`config.mk`:
```
export PLATFORM = sky130hd
export DESIGN_NAME = sdb_top
export DESIGN_NICKNAME = d
export VERILOG_FILES = /design/src/rtl/sdb_pkg.sv /design/src/rtl/sdb_top.sv
export SDC_FILE = /design/constraint.sdc
export NUM_CORES = 1
export LEC_CHECK = 0
export ABC_AREA = 1
export CAP_MARGIN = 20
export CORE_UTILIZATION = 40
export CTS_CLUSTER_SIZE = 16
export DETAILED_ROUTE_END_ITERATION = 10
export DONT_BUFFER_PORTS = 1
export GPL_ROUTABILITY_DRIVEN = 1
export PLACE_DENSITY = 0.63
export RECOVER_POWER = 50
export SLEW_MARGIN = 20
export SYNTH_ARGS = -nofsm -noshare
export SYNTH_HDL_FRONTEND = slang
export SYNTH_SLANG_ARGS = --single-unit
```
`constraint.sdc`:
```
create_clock -name clk_sys -period 4.6 [get_ports clk_sys]
set_input_delay 0.23 -clock clk_sys [delete_from_list [all_inputs] [get_ports clk_sys]]
set_output_delay 0.23 -clock clk_sys [all_outputs]
set_load 0.01 [all_outputs]
```
`src/rtl/sdb_pkg.sv`:
```
// ==================================================================
// serial dma buffer configuration constants
package sdb_pkg;
   localparam int SDB_AW = 18;
   localparam int SDB_DW = 32;
   localparam int SDB_ADR_W = 13;
   localparam int SDB_IRQ_W = 15;
   localparam int SDB_NCFG = 6;
   typedef logic [15:0] sdb_idx_t;
   // ===============================================================
   // register indices, byte address is four times the index
   localparam sdb_idx_t SDB_IDX_RX_B_START = 16'h4484;
   localparam sdb_idx_t SDB_IDX_RX_B_END = 16'h4486;
   localparam sdb_idx_t SDB_IDX_TX_A_START = 16'h4488;
   localparam sdb_idx_t SDB_IDX_TX_A_END = 16'h448A;
   localparam sdb_idx_t SDB_IDX_TX_B_START = 16'h448C;
   localparam sdb_idx_t SDB_IDX_TX_B_END = 16'h448E;
   localparam sdb_idx_t SDB_IDX_RX_A_CNT = 16'h4490;
   localparam sdb_idx_t SDB_IDX_RX_B_CNT = 16'h4492;
   localparam sdb_idx_t SDB_IDX_RX_A_ERR = 16'h449A;
   localparam sdb_idx_t SDB_IDX_RX_B_ERR = 16'h449C;
   localparam sdb_idx_t SDB_IDX_DMA_CTRL = 16'h44A0;
   localparam sdb_idx_t SDB_IDX_PEND = 16'h460C;
   localparam sdb_idx_t SDB_IDX_PEND_CLR = 16'h460E;
   localparam sdb_idx_t SDB_IDX_IRQ_EN = 16'h4624;
   // ===============================================================
   // fields and reset values
   localparam logic [15:0] SDB_ADDR_FIXED = 16'h6000;
   localparam logic [12:0] SDB_ADDR_RST = 13'h0000;
   localparam logic [14:0] SDB_IRQ_RST = 15'h0000;
   localparam int SDB_CTRL_RX_RST = 0;
   localparam int SDB_BIT_RX_A_ULD = 9;
   localparam int SDB_BIT_RX_B_ULD = 10;
   localparam int SDB_BIT_TX_A_ULD = 11;
   localparam int SDB_BIT_TX_B_ULD = 12;
   localparam int SDB_BIT_NACK = 8;
   localparam int SDB_BIT_CMD_DONE = 7;
   localparam int SDB_BIT_TX_DONE = 6;
   localparam int SDB_BIT_RX_DONE = 5;
   localparam int SDB_BIT_FRAME = 13;
   localparam int SDB_BIT_PARITY = 14;
   localparam logic [1:0] SDB_RESP_OKAY = 2'h0;
   localparam logic [1:0] SDB_RESP_DECERR = 2'h3;
endpackage

```
`src/rtl/sdb_top.sv`:
```
// The AXI4-Lite interface to the registers was chosen for this implementation.
`timescale 1ns/100ps
`default_nettype none
module sdb_top
   import sdb_pkg::*;
(
   input wire logic clk_sys,
   input wire logic rst_n,
   input wire logic [SDB_AW-1:0] s_axi_awaddr,
   input wire logic [2:0] s_axi_awprot,
   input wire logic s_axi_awvalid,
   output logic s_axi_awready,
   input wire logic [SDB_DW-1:0] s_axi_wdata,
   input wire logic [3:0] s_axi_wstrb,
   input wire logic s_axi_wvalid,
   output logic s_axi_wready,
   output logic [1:0] s_axi_bresp,
   output logic s_axi_bvalid,
   input wire logic s_axi_bready,
   input wire logic [SDB_AW-1:0] s_axi_araddr,
   input wire logic [2:0] s_axi_arprot,
   input wire logic s_axi_arvalid,
   output logic s_axi_arready,
   output logic [SDB_DW-1:0] s_axi_rdata,
   output logic [1:0] s_axi_rresp,
   output logic s_axi_rvalid,
   input wire logic s_axi_rready,
   input wire logic [SDB_IRQ_W-1:0] event_in,
   input wire logic [1:0] rx_byte_wr,
   input wire logic rx_byte_err,
   input wire logic [1:0] rx_buf_load,
   input wire logic [1:0] rx_buf_unload,
   output logic [SDB_ADR_W-1:0] rx_buf_b_start,
   output logic [SDB_ADR_W-1:0] rx_buf_b_end,
   output logic [SDB_ADR_W-1:0] tx_buf_a_start,
   output logic [SDB_ADR_W-1:0] tx_buf_a_end,
   output logic [SDB_ADR_W-1:0] tx_buf_b_start,
   output logic [SDB_ADR_W-1:0] tx_buf_b_end,
   output logic [SDB_ADR_W-1:0] rx_buf_a_byte_count,
   output logic [SDB_ADR_W-1:0] rx_buf_b_byte_count,
   output logic rx_dma_rst,
   output logic irq
);
   // ===============================================================
   // storage
   logic [SDB_ADR_W-1:0] cfg_reg [0:SDB_NCFG-1];
   logic [SDB_ADR_W-1:0] cnt_reg [0:1];
   logic [SDB_ADR_W-1:0] err_reg [0:1];
   logic [1:0] armed_reg;
   logic [SDB_IRQ_W-1:0] pend_reg;
   logic [SDB_IRQ_W-1:0] en_reg;
   logic rx_rst_reg;
   logic bvalid_reg;
   logic [1:0] bresp_reg;
   logic rvalid_reg;
   logic [1:0] rresp_reg;
   logic [SDB_DW-1:0] rdata_reg;
   logic wr_go;
   logic rd_go;
   logic [15:0] wr_idx;
   logic [15:0] rd_idx;
   logic [15:0] wr_val;
   logic [15:0] rd_val;
   logic rd_hit;
   logic wr_hit;
   logic [SDB_IRQ_W-1:0] pend_set;
   logic [SDB_IRQ_W-1:0] pend_clr;

   function automatic int cfg_slot(input logic [15:0] idx);
      if (idx == SDB_IDX_RX_B_START) begin
         return 0;
      end else if (idx == SDB_IDX_RX_B_END) begin
         return 1;
      end else if (idx == SDB_IDX_TX_A_START) begin
         return 2;
      end else if (idx == SDB_IDX_TX_A_END) begin
         return 3;
      end else if (idx == SDB_IDX_TX_B_START) begin
         return 4;
      end else if (idx == SDB_IDX_TX_B_END) begin
         return 5;
      end else begin
         return -1;
      end
   endfunction

   // ===============================================================
   // axi4-lite handshake, address and data taken together
   assign wr_go = s_axi_awvalid && s_axi_wvalid && !bvalid_reg;
   assign s_axi_awready = wr_go;
   assign s_axi_wready = wr_go;
   assign rd_go = s_axi_arvalid && !rvalid_reg;
   assign s_axi_arready = rd_go;
   assign wr_idx = s_axi_awaddr[SDB_AW-1:2];
   assign rd_idx = s_axi_araddr[SDB_AW-1:2];
   assign s_axi_bvalid = bvalid_reg;
   assign s_axi_bresp = bresp_reg;
   assign s_axi_rvalid = rvalid_reg;
   assign s_axi_rresp = rresp_reg;
   assign s_axi_rdata = rdata_reg;

   // byte lanes 0 and 1 merged over zero
   always_comb begin
      wr_val = 16'h0000;
      if (s_axi_wstrb[0]) begin
         wr_val[7:0] = s_axi_wdata[7:0];
      end
      if (s_axi_wstrb[1]) begin
         wr_val[15:8] = s_axi_wdata[15:8];
      end
      wr_hit = (cfg_slot(wr_idx) >= 0) || (wr_idx == SDB_IDX_IRQ_EN)
         || (wr_idx == SDB_IDX_PEND_CLR) || (wr_idx == SDB_IDX_DMA_CTRL);
   end

   always_ff @(posedge clk_sys or negedge rst_n) begin
      if (!rst_n) begin
         bvalid_reg <= 1'b0;
         bresp_reg <= SDB_RESP_OKAY;
      end else if (wr_go) begin
         bvalid_reg <= 1'b1;
         bresp_reg <= wr_hit ? SDB_RESP_OKAY : SDB_RESP_DECERR;
      end else if (s_axi_bready) begin
         bvalid_reg <= 1'b0;
      end
   end

   // ===============================================================
   // address registers, 13 writable bits each
   always_ff @(posedge clk_sys or negedge rst_n) begin
      if (!rst_n) begin
         for (int i = 0; i < SDB_NCFG; i++) begin
            cfg_reg[i] <= SDB_ADDR_RST;
         end
      end else if (wr_go) begin
         for (int i = 0; i < SDB_NCFG; i++) begin
            if (cfg_slot(wr_idx) == i) begin
               if (s_axi_wstrb[0]) begin
                  cfg_reg[i][7:0] <= wr_val[7:0];
               end
               if (s_axi_wstrb[1]) begin
                  cfg_reg[i][12:8] <= wr_val[12:8];
               end
            end
         end
      end
   end

   assign rx_buf_b_start = cfg_reg[0];
   assign rx_buf_b_end = cfg_reg[1];
   assign tx_buf_a_start = cfg_reg[2];
   assign tx_buf_a_end = cfg_reg[3];
   assign tx_buf_b_start = cfg_reg[4];
   assign tx_buf_b_end = cfg_reg[5];

   // ===============================================================
   // interrupt enable, pending flags and request
   always_ff @(posedge clk_sys or negedge rst_n) begin
      if (!rst_n) begin
         en_reg <= SDB_IRQ_RST;
      end else if (wr_go && wr_idx == SDB_IDX_IRQ_EN) begin
         if (s_axi_wstrb[0]) begin
            en_reg[7:0] <= wr_val[7:0];
         end
         if (s_axi_wstrb[1]) begin
            en_reg[14:8] <= wr_val[14:8];
         end
      end
   end

   always_comb begin
      pend_set = event_in;
      pend_set[SDB_BIT_RX_A_ULD] = event_in[SDB_BIT_RX_A_ULD]
         || rx_buf_unload[0];
      pend_set[SDB_BIT_RX_B_ULD] = event_in[SDB_BIT_RX_B_ULD]
         || rx_buf_unload[1];
      pend_clr = SDB_IRQ_RST;
      if (wr_go && wr_idx == SDB_IDX_PEND_CLR) begin
         pend_clr = wr_val[SDB_IRQ_W-1:0];
      end
   end

   // set wins over a clear in the same cycle
   always_ff @(posedge clk_sys or negedge rst_n) begin
      if (!rst_n) begin
         pend_reg <= SDB_IRQ_RST;
      end else begin
         pend_reg <= (pend_reg & ~pend_clr) | pend_set;
      end
   end

   assign irq = |(pend_reg & en_reg);

   // self-clearing receive dma reset
   always_ff @(posedge clk_sys or negedge rst_n) begin
      if (!rst_n) begin
         rx_rst_reg <= 1'b0;
      end else begin
         rx_rst_reg <= wr_go && wr_idx == SDB_IDX_DMA_CTRL
            && s_axi_wstrb[0] && s_axi_wdata[SDB_CTRL_RX_RST];
      end
   end
   assign rx_dma_rst = rx_rst_reg;

   // ===============================================================
   // receive byte counters and first error capture
   for (genvar g = 0; g < 2; g++) begin : g_rx
      always_ff @(posedge clk_sys or negedge rst_n) begin
         if (!rst_n) begin
            cnt_reg[g] <= SDB_ADDR_RST;
         end else if (rx_rst_reg || rx_buf_unload[g]) begin
            cnt_reg[g] <= SDB_ADDR_RST;
         end else if (rx_byte_wr[g]) begin
            cnt_reg[g] <= cnt_reg[g] + 13'h0001;
         end
      end

      always_ff @(posedge clk_sys or negedge rst_n) begin
         if (!rst_n) begin
            armed_reg[g] <= 1'b1;
            err_reg[g] <= SDB_ADDR_RST;
         end else if (rx_rst_reg || rx_buf_load[g]) begin
            armed_reg[g] <= 1'b1;
            err_reg[g] <= SDB_ADDR_RST;
         end else if (rx_byte_wr[g] && rx_byte_err && armed_reg[g]) begin
            armed_reg[g] <= 1'b0;
            err_reg[g] <= cnt_reg[g];
         end
      end

      a_err_hold: assert property (@(posedge clk_sys) disable iff (!rst_n)
         !armed_reg[g] && !rx_rst_reg && !rx_buf_load[g]
         |=> $stable(err_reg[g]))
         else $error("error offset changed after capture");

      a_err_capture: assert property (@(posedge clk_sys) disable iff (!rst_n)
         armed_reg[g] && rx_byte_wr[g] && rx_byte_err && !rx_rst_reg
         && !rx_buf_load[g] |=> err_reg[g] == $past(cnt_reg[g]))
         else $error("first error offset not captured");

      a_err_zero: assert property (@(posedge clk_sys) disable iff (!rst_n)
         armed_reg[g] |-> err_reg[g] == SDB_ADDR_RST)
         else $error("error offset nonzero with no error");

      a_rearm_load: assert property (@(posedge clk_sys) disable iff (!rst_n)
         rx_rst_reg || rx_buf_load[g] |=> armed_reg[g])
         else $error("capture not rearmed");

      a_cnt_step: assert property (@(posedge clk_sys) disable iff (!rst_n)
         rx_byte_wr[g] && !rx_buf_unload[g] && !rx_rst_reg
         |=> cnt_reg[g] == $past(cnt_reg[g]) + 13'h0001)
         else $error("byte counter did not advance");

      a_cnt_wrap: assert property (@(posedge clk_sys) disable iff (!rst_n)
         rx_buf_unload[g] |=> cnt_reg[g] == SDB_ADDR_RST)
         else $error("byte counter did not wrap");

      c_err_kept: cover property (@(posedge clk_sys) disable iff (!rst_n)
         rx_byte_wr[g] && rx_byte_err ##1 !armed_reg[g]
         ##[1:20] rx_byte_wr[g] && rx_byte_err);
   end

   assign rx_buf_a_byte_count = cnt_reg[0];
   assign rx_buf_b_byte_count = cnt_reg[1];

   // ===============================================================
   // read path
   always_comb begin
      rd_val = 16'h0000;
      rd_hit = 1'b1;
      if (cfg_slot(rd_idx) >= 0) begin
         rd_val = SDB_ADDR_FIXED | {3'h0, cfg_reg[cfg_slot(rd_idx)]};
      end else if (rd_idx == SDB_IDX_RX_A_CNT) begin
         rd_val = {3'h0, cnt_reg[0]};
      end else if (rd_idx == SDB_IDX_RX_B_CNT) begin
         rd_val = {3'h0, cnt_reg[1]};
      end else if (rd_idx == SDB_IDX_RX_A_ERR) begin
         rd_val = {3'h0, err_reg[0]};
      end else if (rd_idx == SDB_IDX_RX_B_ERR) begin
         rd_val = {3'h0, err_reg[1]};
      end else if (rd_idx == SDB_IDX_PEND) begin
         rd_val = {1'b0, pend_reg};
      end else if (rd_idx == SDB_IDX_IRQ_EN) begin
         rd_val = {1'b0, en_reg};
      end else if (rd_idx == SDB_IDX_PEND_CLR) begin
         rd_val = 16'h0000;
      end else if (rd_idx == SDB_IDX_DMA_CTRL) begin
         rd_val = 16'h0000;
      end else begin
         rd_hit = 1'b0;
      end
   end

   always_ff @(posedge clk_sys or negedge rst_n) begin
      if (!rst_n) begin
         rvalid_reg <= 1'b0;
         rresp_reg <= SDB_RESP_OKAY;
         rdata_reg <= 32'h0000_0000;
      end else if (rd_go) begin
         rvalid_reg <= 1'b1;
         rresp_reg <= rd_hit ? SDB_RESP_OKAY : SDB_RESP_DECERR;
         rdata_reg <= {16'h0000, rd_val};
      end else if (s_axi_rready) begin
         rvalid_reg <= 1'b0;
      end
   end

   // ===============================================================
   // checks
   a_cfg_write: assert property (@(posedge clk_sys) disable iff (!rst_n)
      wr_go && wr_idx == SDB_IDX_RX_B_START && s_axi_wstrb[1:0] == 2'h3
      |=> rx_buf_b_start == $past(s_axi_wdata[12:0]))
      else $error("start address not written");

   a_tx_b_end: assert property (@(posedge clk_sys) disable iff (!rst_n)
      wr_go && wr_idx == SDB_IDX_TX_B_END && s_axi_wstrb[1:0] == 2'h3
      |=> tx_buf_b_end == $past(s_axi_wdata[12:0]))
      else $error("tx b end address not written");

   a_en_write: assert property (@(posedge clk_sys) disable iff (!rst_n)
      wr_go && wr_idx == SDB_IDX_IRQ_EN && s_axi_wstrb[1:0] == 2'h3
      |=> en_reg == $past(s_axi_wdata[14:0]))
      else $error("enable register not written");

   a_pend_set: assert property (@(posedge clk_sys) disable iff (!rst_n)
      event_in[SDB_BIT_PARITY] |=> pend_reg[SDB_BIT_PARITY])
      else $error("pending flag lost its event");

   a_irq_level: assert property (@(posedge clk_sys) disable iff (!rst_n)
      (pend_reg[SDB_BIT_NACK] && en_reg[SDB_BIT_NACK] |-> irq)
      and (pend_reg == SDB_IRQ_RST |-> !irq))
      else $error("interrupt level wrong");

   a_bresp_hold: assert property (@(posedge clk_sys) disable iff (!rst_n)
      s_axi_bvalid && !s_axi_bready |=> s_axi_bvalid && $stable(s_axi_bresp))
      else $error("write response dropped");

   a_rresp_hold: assert property (@(posedge clk_sys) disable iff (!rst_n)
      s_axi_rvalid && !s_axi_rready
      |=> s_axi_rvalid && $stable(s_axi_rdata) && $stable(s_axi_rresp))
      else $error("read response dropped");

   a_rst_pulse: assert property (@(posedge clk_sys) disable iff (!rst_n)
      rx_dma_rst |=> !rx_dma_rst)
      else $error("receive dma reset not a single pulse");

   a_irq_mask: assert property (@(posedge clk_sys) disable iff (!rst_n)
      (pend_reg & en_reg) == SDB_IRQ_RST |-> !irq)
      else $error("interrupt raised while masked");

   a_unload_pend: assert property (@(posedge clk_sys) disable iff (!rst_n)
      rx_buf_unload[1] |=> pend_reg[SDB_BIT_RX_B_ULD])
      else $error("unload did not set pending flag");

   c_irq_raise: cover property (@(posedge clk_sys) disable iff (!rst_n)
      !irq ##1 irq);
   c_decerr: cover property (@(posedge clk_sys) disable iff (!rst_n)
      s_axi_rvalid && s_axi_rresp == SDB_RESP_DECERR);
   c_rx_rst: cover property (@(posedge clk_sys) disable iff (!rst_n)
      rx_rst_reg);
endmodule
`default_nettype wire

```
Yosys cells after proc, flatten, opt, wreduce, memory -nomap -nowiden:

Cells that the tools add are included.

* register bits: 185
* latch bits: 0
* memory bits (writable): 0
* memory bits (read-only): 0
* output and inout bits: 147
* memories: 0

* add/subtract/negate cells: 2
* $mul: 0
* divide/modulo/power cells: 0
* $lt $le $gt $ge: 3
* equality and inequality tests: 28
* shift operators: 0
* mux-type cells: 54
* bitwise gates (word level): 5
* reduce and logical (&&, ||, !) cells: 45

Operator list (count)
* two-way mux 32 bit: 14
* == test 16 x 15 -> 1 bit, second input constant: 23
* two-way mux 13 bit: 10
* two-way mux 15 bit: 8
* == test 32 x 3 -> 1 bit, second input constant: 2
* == test 32 x 4 -> 1 bit, second input constant: 2
* greater-or-equal comparator 32 x 1 -> 1 bit, second input constant: 2
* binary-select mux 13 bit (select 3 bit): 1
* AND reduction 3 bit: 12
* == test 32 x 2 -> 1 bit, second input constant: 1
* greater-or-equal comparator 32 x 4 -> 1 bit, second input constant: 1
* zero test 32 bit: 1
* inverter 32 bit: 1
* bitwise AND 15 bit: 2
* adder 13 x 1 -> 13 bit, second input constant: 2
* two-way mux 1 bit: 17
* inverter 15 bit: 1
* bitwise OR 15 bit: 1
* OR reduction 15 bit: 1
* logical AND 1 bit: 12
* nonzero test 2 bit: 6
* logical OR 1 bit: 9
* two-way mux 8 bit: 1
* two-way mux 7 bit: 1
* other kinds (3): 6

Longest topological paths before layout:

Gate-level depths: netlist of the first run.

* word-level depth: 14
* mapped depth: 14

Worst setup path before layout of the first run:

Ideal clock, no wire load.

* path type: register to register
* start point: register cnt_reg (netlist bit rx_buf_a_byte_count[1])
* end point: register cnt_reg (netlist bit rx_buf_a_byte_count[12])
* library setup time: 0.123 ns
* data arrival time: 1.533 ns
* data required time: 4.477 ns
* setup slack: 2.943 ns
* cell stages (with the launch flop): 11
* buffers on the path: 0
* period minus slack after synthesis: 1.657 ns
* cells stage by stage: dfrtp_1 > ha_1 > nand2_1 > nor2_1 > nand2_1 > nor3_1 > nand2_1 > nor2_1 > nand2_1 > o21ai_0 > a21oi_1

* longest elaborated chain between the ends: 3

Ends and longest elaborated chain
* from (decl): line sdb_top.sv:47 `logic [SDB_ADR_W-1:0] cnt_reg [0:1];`
* from (signal, indexed assignment): line sdb_top.sv:213 `cnt_reg[g] <= cnt_reg[g] + 13'h0001;`
* adder 13 x 1 -> 13 bit: line sdb_top.sv:213
* two-way mux 13 bit: line sdb_top.sv:212 `end else if (rx_byte_wr[g]) begin`
* two-way mux 13 bit: line sdb_top.sv:210 `end else if (rx_rst_reg || rx_buf_unload[g]) begin`

No other way between the ends. The select of a mux whose other input is x is not followed.
A chain may end at the register's enable or synchronous reset.

==> flow_summary.toml, run 1 <==
[outcome]
violations = "capacitance limit, slew limit"
outcome = "finished, violations left"

[timing]
tns_ns = 0
finalCritPeriodShare_pct = 61.3
fin_ws_ns = 1.78
slew_headroom_pct = -72.3
slew_viol_final = 183
whs_ns = 0.0155
clock_skew_ns = 0.0164
rsz0062_at_grt = "no"
fin_crit_ns = 2.82
worstMarginPinSlew_ns = 2.58
finalSetupViolations = 0
max_freq_ghz = 0.355
finalHoldViolCount = 0

[worst_setup_path]
cp-start-kind = "input pin"
crit_start = "rst_n"
cp_slowest_stage_delay_ns = 1.69
worstPathBufferInverterCount = 2
path_class = "input pin to asynchronous set/reset pin"
rr_startpoint = "s_axi_bvalid"
arrival_ns = 2.82
worst-path-max-fanout = 182
worstSetupEndpointType = "asynchronous set/reset pin"
path_cells = "dlygate4sd3_1 > clkbuf_4"
path_delay_family = "buffers and inverters"
slowest_stage = "clkbuf_4"
required_ns = 4.60

[final_layout]
antenna_cells = 0
drive_gt1_share_pct = 5.84
final_common_cell = "nand2_1"
fill_cells = 2482
synthToLayoutAreaGrowth_pct = 10.4
fin_nets = 1448
regArea_mm2 = 0.00456
layout_common_cells = "361 x nand2_1, 180 x dfrtp_1, 160 x inv_1"
layout.cells.non_filler = 1676
largest_reg_flops = 26
multi_input_area_mm2 = 0.00435

[grt]
grt_use_total_pct = 25.9
grt_pass1_wl_um = 50100
grt_pass1_vias = 8473
antenna_found_initial = 1
overflow = 0
grt_max_degree = 183

[detailed_routing]
drcViolationCount = 0
drt_iter0_drc = 1047
first_pass_iters = 5
via_per_inst = 5.40
vias = 9054
drt-wirelength-per-cell_um = 19.4
wl_um = 32500
ant_nets = 0

[floorplanning]
std_cell_rows = 57
design.core.area_mm2 = 0.0242
dieArea_mm2 = 0.0252
initial_utilization_pct = 40.6
boundaryPins = 254
die_w_um = 159
die_h_um = 159

[logic_synthesis]
yosys_warnings = 0
synthArstFlopShare_pct = 100
ys_types = 40
syn_avg_cell_area_um2 = 7.40
synth_edf_count = 0
ys_seq_elements = 182
syn_area_mm2 = 0.00984
yosys_most_used_dff = "dfrtp_1"
synth-seq-area-share_pct = 46.3
synthesis.instances = 1331

[min_path]
min-delay-start = "s_axi_awaddr[2]"
hp-class = "input pin to flip-flop"

[cts]
cts.sinks = 182
cts_inserted_buffers = 17
cts_buffer_depth = 2
cts-root-buf = "clkbuf_16"
clock_latency_ns = 0.44
cts_resized = 0
clk_pin_slew_ns = 0.08
cts_tree = "done"
htree_num_levels = 4

[power]
design_power_total_w = 0.00338
leakage_nw = 5.04
p_per_area_mw_per_mm2 = 311
ir_drop_v = 0.000190

[placed_design]
numPortBuffers = 0
placed_cells = 1617
gp_congestion = 0.921
pre_cts_ws_ns = 1.88
dp_hpwl_um = 23900

[flow_run]
maxCapViolCount = 1
-- area by class of cell --
class                      count  share of cell area [%]
inverter                     175                    6.04
tap                          324                    3.73
multi-input combinational    932                    40.0
clock inverter                15                    1.68
timing repair buffer          31                    2.70
sequential                   182                    41.9
clock buffer                  17                    3.91
-- per-stage QoR --
step           instance area (um^2)  utilization (%)
6_report                      10900             44.8
5_1_grt                       10900             44.8
4_1_cts                       10900             44.9
3_5_place_dp                  10000             41.2
3_3_place_gp                  10000             41.2
2_1_floorplan                  9900                -
-- final timing paths --
| path | depth (start not counted) | slack [ns] | endpoint |
|---|---|---|---|
| max | 2 | 1.78 | tx_buf_b_end[8] |
| min | 2 | 0.02 | s_axi_bresp[0] |
| max reg2reg | 5 | 2.38 | tx_buf_a_start[3] |
| min reg2reg | 2 | 0.51 | err_reg[15] |
| max in group clk_sys | 10 | 2.28 | s_axi_rdata[6] |
| min in group asynchronous | 2 | 1.06 | tx_buf_a_end[8] |
-- cell usage after synthesis, drive strengths merged, types with 3 or more instances --
| cell | number | area, um^2 |
|---|---|---|
| dfrtp | 180 | 4500 |
| clkbuf | 18 | 67.6 |
| a21oi | 35 | 175 |
| nand3b | 10 | 75.1 |
| nand3 | 149 | 756 |
| a221oi | 3 | 26.3 |
| nand2 | 364 | 1380 |
| nand4 | 38 | 244 |
| o22ai | 6 | 37.5 |
| nor3 | 20 | 125 |
| nor4 | 5 | 37.5 |
| buf | 40 | 272 |
| inv | 173 | 649 |
| a211oi | 5 | 37.5 |
| o21ai | 156 | 781 |
| nor2 | 113 | 512 |
-- logic make-up after synthesis --
kind of cell,Yosys count,synth area share [%]
AND/OR/NAND/NOR,701,32.0
buffers and inverters,233,10.1
AO/OA/AOI/OAI,212,11.3
flip-flops,182,46.3
adder cells (fa/ha/maj),2,0.254
other,1,0.0381
-- routing by layer --
metal  GRT usage (%)  wire length [um]
met5               0                 0
met4            9.62               944
met3            5.88              2880
met2            38.4             14200
met1            36.8             14500
-- power by group --
group	internal [W]	total [W]	switching (W)
registers	0.00163	0.00168	0.0000503
logic	0.0000536	0.000219	0.000165
clock network	0.000736	0.00148	0.000746
total	0.00242	0.00338	0.000962
-- timing repair --
| item | 4_1_cts | 5_1_grt |
|---|---|---|
| hold endpoints to repair | 205 | 0 |
| setup buffers | 0 | 0 |
| hold buffers | 27 | 0 |
Power figures use the tool's default switching activity.
==> run 2: changes to the inputs <==
ABC_AREA = 0   (was 1)
clock period = 2.6 ns   (was 4.6 ns; I/O delays follow)
==> run 2 against run 1 <==
Net effect:
- the flow finishes with violations (DRC, hold timing)
- largest power group unchanged
- sequential share of layout area grew 1.2 points
- synthesized cell count shrank 40%
- combinational power grew 64%
- global-route usage shrank 1.8 points
- register-to-register slack lost 2.1 ns
==> flow_summary.toml, run 2 <==
[power]
p_int_w = 0.00460
leakage_nw = 4.72
p_per_area_mw_per_mm2 = 573
clkPwrFrac_pct = 44.5
switching_share_pct = 24.0
seq_power_share_pct = 49.6
ir_drop_v = 0.000375
p_sw_w = 0.00146
p_comb_share_pct = 5.9

[placed_design]
dp_hpwl_um = 19700
pre_cts_ws_ns = 0.171
numPortBuffers = 0
gp_congestion = 0.850
dpl-instance-area_mm2 = 0.00938

[outcome]
violations = "DRC, hold timing"
outcome = "finished, violations left"

[logic_synthesis]
synth_area_leaders = "dfrtp_1 50%, mux2_2 12%, mux2i_1 5.1%, a22o_1 2.6%, nor2_1 2.4%"
synthesis.instances = 797
synthArstFlopShare_pct = 100
yosys.area.top_type = "dfrtp_1"
synth-seq-area-share_pct = 50.1
ys_types = 57
synth.most_common_cell = "dfrtp_1"
yosys_most_used_dff = "dfrtp_1"
syn_area_mm2 = 0.00909
ys_seq_elements = 182
synth_top_cell_area_share_pct = 49.5
yosys_warnings = 0
synth_edf_count = 0
synthTopCellsByCount = "180 x dfrtp_1, 98 x mux2_2, 57 x nor2_1, 46 x mux2i_1, 44 x nand2_1"
syn_avg_cell_area_um2 = 11.4

[detailed_routing]
wl_um = 28000
drt_iter0_drc = 591
ant_nets = 0
drt-met1-wl_um = 11500
met3_length_um = 2590
drcViolationCount = 13
drt-wirelength-per-cell_um = 24.3
via_per_inst = 6.00
met2WireLength_um = 13100
vias = 6886
first_pass_iters = 11
highest_layer = "met4"

[floorplanning]
initial_utilization_pct = 41.3
std_cell_rows = 54
design.core.area_mm2 = 0.0220
die_h_um = 153
boundaryPins = 254
dieArea_mm2 = 0.0233
die_w_um = 153

[timing]
finalCritPeriodShare_pct = 87.9
finalHoldViolCount = 182
worstMarginPinSlew_ns = 0.620
clock_skew_ns = 0.0104
rsz0062_at_grt = "no"
max_freq_ghz = 0.437
finalSetupViolations = 0
whs_ns = -0.604
slew_headroom_pct = 58.6
tns_ns = 0
slew_viol_final = 0
fin_ws_ns = 0.314
fin_crit_ns = 2.29

[final_layout]
layout_common_cells = "180 x dfrtp_1, 98 x mux2_2, 56 x nor2_1, 56 x dlygate4sd3_1, 46 x mux2i_1"
final_common_cell = "dfrtp_1"
fin_nets = 963
drive_gt1_share_pct = 21.5
largest_reg_flops = 26
synthToLayoutAreaGrowth_pct = 16.3
fin_area_mm2 = 0.0106

[worst_setup_path]
worst-path-max-fanout = 7
rr_startpoint = "s_axi_bvalid"
cp-start-kind = "flip-flop"
r2r_end = "pend_reg[2]"
worstSetupEndpointType = "flip-flop"
arrival_ns = 2.61
path_class = "flip-flop to flip-flop"
required_ns = 2.92
r2r_cells = 8
rrSetupSlack_ns = 0.31

[grt]
grt_max_degree = 183
grt_pass1_vias = 6846
antenna_found_initial = 1
grt_pass1_wl_um = 42200
overflow = 0
grt_use_total_pct = 24.2

[cts]
cts_hold_buf = 56
postCtsSetupRepairBufs = 0
cts_buffer_depth = 2
cts-root-buf = "clkbuf_16"
htree_num_levels = 4
cts_tree = "done"
clock_latency_ns = 0.43
cts_inserted_buffers = 17
cts.sinks = 182
clk_pin_slew_ns = 0.07

[min_path]
hp-class = "input pin to asynchronous set/reset pin"

[flow_run]
maxCapViolCount = 0
-- run 2: changes by cell type in the layout (fill, tap and decap cells not counted), sizes merged, moves of 26 or more --
cell and delta:
nand4 -26, dlygate4sd3 +30, mux2 +100, o21ai -122, inv -169, nand2 -320
nand3 -143, nor2 -51, mux2i +46
-- run 2: worst max-delay path by stage --
stage                                 from         endpoint  slack (ns)  cells past startpoint
after detailed placement  s_axi_araddr[15]   s_axi_rdata[7]        0.17                      6
final                         s_axi_bvalid      pend_reg[2]        0.31                      8
after CTS                     s_axi_bvalid      pend_reg[4]        0.18                      8
after global placement    s_axi_araddr[15]   s_axi_rdata[7]        0.20                      5
after floorplan           s_axi_araddr[15]  s_axi_rdata[12]        0.39                      8
after global routing          s_axi_bvalid      pend_reg[6]        0.10                      8
-- run 2: layer usage --
layer | vias to the layer above | track usage [%]
met2 | 304 | 38.8
met1 | 3458 | 30.2
met5 | - | 0
li1 | 3080 | -
met3 | 44 | 8.39
met4 | 0 | 8.51
-- run 2: critical path, stage by stage (launching register included) --
cell and delay (ns):
dfrtp_1 0.42, inv_1 0.08, nand3_1 0.11, inv_1 0.17
nand2_1 0.19, nor2_2 0.35, nand2_1 0.12, a21o_1 0.19
dlygate4sd3_1 0.55
-- run 2: kinds of logic after synthesis --
| family | Yosys count | share of synthesized area, % |
|---|---|---|
| other | 1 | 0.0412 |
| XOR/XNOR | 21 | 2.02 |
| buffers and inverters | 67 | 3.96 |
| multiplexers | 146 | 17.5 |
| flip-flops | 182 | 50.1 |
| AO/OA/AOI/OAI | 185 | 14.9 |
| adder cells (fa/ha/maj) | 2 | 0.275 |
| AND/OR/NAND/NOR | 193 | 11.1 |
-- run 2: power groups by stage --
stage               logic, W  clock network, W  registers, W
CTS                 0.000356           0.00274       0.00301
finish              0.000359           0.00270       0.00301
global placement    0.000272                 0       0.00306
floorplan           0.000261                 0       0.00302
detailed placement  0.000276                 0       0.00306
global route        0.000393           0.00284       0.00302
-- run 2: per-stage QoR --
step / utilization [%] / cells / power [W] / hold WS, ns
2_1_floorplan: - / 813 / 0.00328 / -0.166
3_3_place_gp: 42.6 / 1059 / 0.00333 / -0.156
3_5_place_dp: 42.6 / 1059 / 0.00334 / -0.156
4_1_cts: 48.0 / 1147 / 0.00610 / -0.621
5_1_grt: 48.0 / 1148 / 0.00625 / -0.624
6_report: 48.0 / 1148 / 0.00606 / -0.604
-- run 2: area by class of cell --
class                   instances  area [um^2]
flip-flops and latches        182         4560
repair buffers                 81          748
multi-input cells             564         4260
diodes                          1         2.50
fillers                      2036        11500
clock buffers                  20          447
inverters                       8         30.0
well taps                     280          350
clock inverters                12          173
-- run 2: what timing repair did --
action                                  CTS  global route
endpoints found under the hold margin   304           182
gates resized for setup                   0             1
endpoints found under the setup margin    0             7
